$ cat src/rtl/adcsq_pkg.sv
// constants for the conversion sequencer of an 8-bit successive-approximation
// converter; shared by the design and the bench
package adcsq_pkg;
    localparam int unsigned RES_BITS       = 8;     // result width, span/256
    localparam int unsigned CODE_STEPS     = 256;   // codes over the span
    localparam logic [7:0]  RESULT_RST     = 8'h00; // latch value after reset
    localparam int unsigned CONV_CLK_PER_BIT = 8;   // conversion clocks per bit
    localparam logic [3:0]  BIT_RST        = 4'h7;  // first bit tried (msb)
    typedef enum logic [1:0]
    {
        ADCSQ_IDLE = 2'b00,
        ADCSQ_CONV = 2'b01,
        ADCSQ_DONE = 2'b10
    } adcsq_state_type;
endpackage

$ cat src/rtl/adcsq_sequencer.sv
// conversion control of an 8-bit successive-approximation converter:
// start strobe, restart abort, result latch, done flag and read drive
// assumes the comparator is an input on the system clock domain and that
// the bus strobes and the conversion clock arrive asynchronously
//
// What this block does
// - a start pulse during a conversion aborts it and starts afresh
// - an aborted conversion never writes the output latch
// - the done output stays high across an abort and restart
// - the conversion clock is external, taken in on conv_clk_i and sampled
// - the result is 8 bits, one code per span/256, 00 to ff
`timescale 1ns/1ns
module adcsq_sequencer
    import adcsq_pkg::*;
#(
    parameter int unsigned CLK_PER_BIT = CONV_CLK_PER_BIT
)
(
    input  wire logic                clk_sys_i,
    input  wire logic                arst_n_i,
    input  wire logic                chip_sel_n_i,
    input  wire logic                wr_n_i,
    input  wire logic                rd_n_i,
    input  wire logic                conv_clk_i,
    input  wire logic                cmp_high_i,
    output logic [RES_BITS-1:0]      dac_code_o,
    output logic [RES_BITS-1:0]      data_o,
    output logic                     data_oe_n_o,
    output logic                     conversion_done_n_o,
    output logic                     busy_o
);

    ////////////////////////////////////////////////////////////////////////
    // synchronisers for pins; first stage read only by the second
    logic [3:0] sync1_ff;
    logic [3:0] sync2_ff;
    logic [3:0] nxt_sync1;
    logic [3:0] nxt_sync2;
    logic       cs_n_s;
    logic       wr_n_s;
    logic       rd_n_s;
    logic       cclk_s;
    logic       start_arm_ff;
    logic       nxt_start_arm;
    logic       cclk_prev_ff;
    logic       nxt_cclk_prev;
    logic       start_pulse;
    logic       cclk_rise;

    always_comb
    begin
        nxt_sync1 = {conv_clk_i, rd_n_i, wr_n_i, chip_sel_n_i};
        nxt_sync2 = sync1_ff;
    end

    assign cs_n_s = sync2_ff[0];
    assign wr_n_s = sync2_ff[1];
    assign rd_n_s = sync2_ff[2];
    assign cclk_s = sync2_ff[3];

    // start fires when the strobe pair is released, not when asserted
    always_comb
    begin
        nxt_start_arm = ~cs_n_s & ~wr_n_s;
        nxt_cclk_prev = cclk_s;
    end

    assign start_pulse = start_arm_ff & ~(~cs_n_s & ~wr_n_s);
    // the external conversion clock is seen here only once sampled
    assign cclk_rise   = cclk_s & ~cclk_prev_ff;

    always_ff @(posedge clk_sys_i or negedge arst_n_i)
    begin
        if (!arst_n_i)
        begin
            sync1_ff     <= 4'hf;
            sync2_ff     <= 4'hf;
            start_arm_ff <= 1'b0;
            // matches the synced reset level, so no false edge after reset
            cclk_prev_ff <= 1'b1;
        end
        else
        begin
            sync1_ff     <= nxt_sync1;
            sync2_ff     <= nxt_sync2;
            start_arm_ff <= nxt_start_arm;
            cclk_prev_ff <= nxt_cclk_prev;
        end
    end

    ////////////////////////////////////////////////////////////////////////
    // successive-approximation sequencer
    adcsq_state_type      state_ff;
    adcsq_state_type      nxt_state;
    logic [RES_BITS-1:0]  sar_ff;
    logic [RES_BITS-1:0]  nxt_sar;
    logic [RES_BITS-1:0]  latch_ff;
    logic [RES_BITS-1:0]  nxt_latch;
    logic [3:0]           bit_ff;
    logic [3:0]           nxt_bit;
    logic [7:0]           tick_ff;
    logic [7:0]           nxt_tick;
    logic                 done_n_ff;
    logic                 nxt_done_n;
    logic                 bit_end;

    assign bit_end = cclk_rise && (tick_ff == 8'(CLK_PER_BIT - 1));

    always_comb
    begin
        nxt_state  = state_ff;
        nxt_sar    = sar_ff;
        nxt_latch  = latch_ff;
        nxt_bit    = bit_ff;
        nxt_tick   = tick_ff;
        nxt_done_n = done_n_ff;
        if (start_pulse)
        begin
            // any start resets the sar, abort included; latch left alone
            nxt_state  = ADCSQ_CONV;
            nxt_sar    = 8'h80;
            nxt_bit    = BIT_RST;
            nxt_tick   = 8'h00;
            nxt_done_n = 1'b1;
        end
        else
        begin
            case (state_ff)
                ADCSQ_IDLE:
                begin
                    nxt_state = ADCSQ_IDLE;
                end
                ADCSQ_CONV:
                begin
                    if (cclk_rise)
                    begin
                        nxt_tick = bit_end ? 8'h00 : tick_ff + 8'h01;
                    end
                    if (bit_end)
                    begin
                        // keep the trial bit only if input is above the dac
                        nxt_sar[bit_ff[2:0]] = cmp_high_i;
                        if (bit_ff == 4'h0)
                        begin
                            nxt_state = ADCSQ_DONE;
                        end
                        else
                        begin
                            nxt_sar[bit_ff[2:0] - 3'h1] = 1'b1;
                            nxt_bit = bit_ff - 4'h1;
                        end
                    end
                end
                ADCSQ_DONE:
                begin
                    // only a finished conversion reaches the latch
                    nxt_latch  = sar_ff;
                    nxt_done_n = 1'b0;
                    nxt_state  = ADCSQ_IDLE;
                end
                default:
                begin
                    nxt_state = ADCSQ_IDLE;
                end
            endcase
        end
        // a read, or a start strobe held low, clears done; the strobe clear
        // is what lets a free-running loop release its start again
        if (!cs_n_s && (!rd_n_s || !wr_n_s) && !start_pulse
            && state_ff != ADCSQ_DONE)
        begin
            nxt_done_n = 1'b1;
        end
    end

    always_ff @(posedge clk_sys_i or negedge arst_n_i)
    begin
        if (!arst_n_i)
        begin
            state_ff  <= ADCSQ_IDLE;
            sar_ff    <= RESULT_RST;
            latch_ff  <= RESULT_RST;
            bit_ff    <= BIT_RST;
            tick_ff   <= 8'h00;
            done_n_ff <= 1'b1;
        end
        else
        begin
            state_ff  <= nxt_state;
            sar_ff    <= nxt_sar;
            latch_ff  <= nxt_latch;
            bit_ff    <= nxt_bit;
            tick_ff   <= nxt_tick;
            done_n_ff <= nxt_done_n;
        end
    end

    ////////////////////////////////////////////////////////////////////////
    // outputs; pins are driven only during a selected read
    assign dac_code_o          = sar_ff;
    assign data_o              = latch_ff;
    assign data_oe_n_o         = cs_n_s | rd_n_s;
    assign conversion_done_n_o = done_n_ff;
    assign busy_o              = (state_ff != ADCSQ_IDLE);
endmodule

$ cat config.mk
export PLATFORM = sky130hd
export DESIGN_NAME = adcsq_sequencer
export DESIGN_NICKNAME = d
export VERILOG_FILES = /design/src/rtl/adcsq_pkg.sv /design/src/rtl/adcsq_sequencer.sv
export SDC_FILE = /design/constraint.sdc
export NUM_CORES = 1
export LEC_CHECK = 0
export BUFFER_PORTS_ARGS = -buffer_cell sky130_fd_sc_hd__buf_2
export CAP_MARGIN = 25
export CORE_MARGIN = 4
export CORE_UTILIZATION = 59
export CTS_BUF_LIST = sky130_fd_sc_hd__clkbuf_8
export DETAILED_ROUTE_END_ITERATION = 7
export PLACE_DENSITY = 0.85
export RECOVER_POWER = 100
export SLEW_MARGIN = 15
export SYNTH_ARGS = -nofsm -noshare
export SYNTH_HDL_FRONTEND = slang
export SYNTH_SLANG_ARGS = --single-unit
$ cat constraint.sdc
create_clock -name clk_sys_i -period 5.4 [get_ports clk_sys_i]
set_input_delay 1.08 -clock clk_sys_i [delete_from_list [all_inputs] [get_ports clk_sys_i]]
set_output_delay 1.08 -clock clk_sys_i [all_outputs]
set_load 0.01 [all_outputs]
==> impl_metrics.py <==
metrics = {
    "timing": {
        "slew_headroom_pct": -36.2,
        "timing_worst_slew_pin_value_ps": 2040,
        "rsz0062_at_grt": "false",
        "period_needed_ps": 3160,
        "clock.fmax_ghz": 0.317,
        "setup_violations": 0,
        "setup_tns_ps": 0,
        "hold_slack_ps": 358,
        "drv_slew": 58,
        "final_hold_viol_count": 0,
        "period_share_pct": 58.5,
        "skew_ps": 5.16,
    },
    "worst_setup_path": {
        "critPathBufInv": 0,
        "arrival_ps": 3330,
        "r2r_end": "data_o[6]",
        "slowest_stage": "o21ai_0",
        "crit_fanout": 15,
        "startpoint_type": "flip-flop",
        "crit_path_end_kind": "flip-flop",
        "reg2reg_slack_ps": 2240,
        "crit_chain": "o21ai_0, nand3b_1, mux2_2",
        "crit_required_ps": 5580,
        "cp-startpoint": "sync2_ff[0]",
        "r2r_cells": 3,
        "critical_path.max_stage_delay_ps": 1390,
        "rr_startpoint": "sync2_ff[0]",
        "path_delay_family": "compound AO/OA/AOI/OAI gates",
        "path_class": "reg2reg",
    },
    "synthesis": {
        "synth_top_area_share_pct": 36.8,
        "synthCells": 170,
        "synth_area_per_cell_um2": 11.2,
        "ys_seq_area_share_pct": 54.7,
        "yosys.area.top_type": "dfrtp_1",
        "ys_warn_count": 0,
        "synth-seq-cells": 41,
        "synth.distinct_cells": 44,
        "synthesis.nets": 179,
        "mappedNetlistArea_um2": 1900,
        "synth_area_leaders": "dfrtp_1, dfstp_2, mux2_2",
    },
    "floorplan": {
        "core_um2": 3080,
        "pin_count": 26,
        "die_x_um": 64.8,
        "initial_core_util_pct": 61.9,
        "dieHeight_um": 64.8,
        "die_area_um2": 4200,
        "rows": 20,
    },
    "global_routing": {
        "antenna_found_initial": 0,
        "grtUsageTotal_pct": 19.6,
        "grt_overflow": 0,
        "grt_max_degree": 42,
        "grt_pass1_wl_um": 6430,
        "grt_pass1_vias": 1419,
    },
    "min_path": {
        "min_delay_path_depth": 0,
        "hold_class": "reg2reg",
        "hold_path_end": "sync2_ff[1]",
        "min-delay-start": "nxt_sync2[1]",
    },
    "cts": {
        "cts_resized": 0,
        "path_clk_slew_ps": 80,
        "clkSinkCount": 41,
        "cts_root_buf": "clkbuf_8",
        "holdBufCountCts": 0,
        "cts.path.max_buffers": 2,
        "postCtsSetupBuffers": 0,
        "cts_made_buffers": 5,
        "htreeDepth": 2,
        "cts_tree": "done",
        "clk_latency_ps": 290,
    },
    "routing": {
        "ant_nets": 0,
        "wl_per_cell_um": 15.6,
        "drc": 0,
        "vias_per_cell": 6.02,
        "firstDrtPassIters": 4,
        "via_count": 1451,
        "finalWirelength_um": 3760,
        "drt_iter0_drc": 106,
    },
    "final_layout": {
        "final_area_um2": 2110,
        "syn_to_final_growth_pct": 10.7,
        "n_antenna_cell": 0,
        "fillCellCount": 261,
        "layout-drive-gt1-share_pct": 18.8,
        "nets": 205,
    },
    "power": {
        "intPower_w": 0.000415,
        "pwr-share-clk_pct": 35.5,
        "power_w": 0.000546,
        "p_comb_share_pct": 4.8,
        "switchingPower_w": 0.000131,
        "switching_share_pct": 24.0,
        "ir_drop_uv": 129,
        "p_leak_nw": 0.912,
        "p_per_area_nw_per_um2": 259,
        "p_seq_share_pct": 59.7,
    },
    "run_status": {
        "violations": "max-capacitance violations, max-slew violations",
        "status": "complete, but fails checks",
    },
    "place": {
        "place_congestion": 0.880,
        "dp.final_hpwl_um": 2600,
        "dpl_cell_area_um2": 2060,
        "numPortBuffers": 25,
    },
    "run": {
        "maxCapViolations": 2,
    },
}
## worst max path at each step
| stage | endpoint | depth (start not counted) |
|---|---|---|
| finish | data_o[6] | 3 |
| global route | data_o[6] | 3 |
| CTS | dac_code_o[2] | 3 |
| detailed placement | data_o[6] | 3 |
| global placement | data_o[2] | 3 |
| floorplan | busy_o | 1 |
## synthesized netlist by cell type, drive strengths merged
master / n
mux2: 8
or2: 2
and3: 5
and4b: 1
nand4: 8
o211ai: 3
a211oi: 1
inv: 5
nand4bb: 1
nor3: 2
a21oi: 6
o21a: 1
nand2b: 3
a21boi: 1
nand3b: 2
nor2b: 3
and3b: 1
a32oi: 3
o2111ai: 2
o22ai: 1
xnor2: 3
nor2: 14
clkbuf: 3
xor2: 5
clkinv: 1
or3b: 1
a31oi: 4
and4bb: 1
nand2: 11
nor4: 1
dfstp: 13
o21ai: 10
buf: 3
mux2i: 1
ha: 2
dfrtp: 28
nand3: 5
o311ai: 4
nor4b: 1
## state kept, by name (all words and copies together), names as in the netlist
signal,flops
nxt_sync2,4
tick_ff,8
data_o,8
sync2_ff,4
start_arm_ff,1
conversion_done_n_o,1
cclk_prev_ff,1
state_ff,2
dac_code_o,8
bit_ff,4
## routing by layer
layer	wire length, um	share of wire [%]	GRT usage [%]	vias up
met5	0	0	0	-
met4	81	2.2	7.39	0
met3	245	6.5	5.72	12
met2	1760	47	31.3	62
met1	1680	45	25.3	698
li1	-	-	-	679
## per-stage QoR
stage | util [%] | setup WS (ps) | std cells
after floorplan | - | 3610 | 170
after global placement | 66.8 | 3210 | 233
after detailed placement | 66.8 | 3130 | 233
after CTS | 69.6 | 3090 | 241
after global routing | 68.5 | 2010 | 241
final | 68.5 | 2240 | 241
## power by group through the flow
stage,combinational (W),sequential (W),clock (W)
2_1_floorplan,0.0000156,0.000329,0
3_3_place_gp,0.0000257,0.000331,0
3_5_place_dp,0.0000273,0.000332,0
4_1_cts,0.0000274,0.000326,0.000197
5_1_grt,0.0000302,0.000327,0.000216
6_report,0.0000264,0.000326,0.000194
## worst reg2reg max path, stage by stage (launching register included)
cell      delay [ps]
dfstp_1          390
o21ai_0         1390
nand3b_1         770
mux2_2           490
## cells in the final DEF (no fill, tap or decap), types with 2 or more instances in the layout
master	n
xnor2_1	3
clkbuf_1	20
o2111ai_1	2
dfstp_2	10
ha_1	2
or2_2	2
nor2b_1	3
nand3_1	5
nand2_1	11
buf_2	5
nor3_1	2
clkbuf_8	5
o311ai_1	2
dfrtp_1	28
o211ai_1	3
clkinv_2	2
and3_1	5
nand3b_1	2
o311ai_2	2
nand2b_1	3
dfstp_1	3
o21ai_0	10
nand4_1	8
a21oi_1	6
inv_1	5
mux2_2	8
a31oi_1	4
xor2_1	5
a32oi_1	3
nor2_1	14
## logic make-up after synthesis
family	count (synthesis)	synth area share, %
DFF	41	54.7
muxes	9	5.26
adders and majority gates	2	1.31
buffers and inverters	12	2.69
and+or+nand+nor	62	19.2
xor gates and xnor gates	8	3.68
AOI/OAI and AO/OA	36	13.1
## final cells by class
class	instances	area, um2	area share, %
Inverter	6	22.5	1.07
Clock buffer	5	68.8	3.26
Multi-Input combinational cell	117	802	38.0
Timing Repair Buffer	25	100	4.75
Clock inverter	3	17.5	0.831
Sequential cell	41	1040	49.4
Tap cell	44	55.1	2.61
Note: power is estimated with default switching activity, not from simulation.
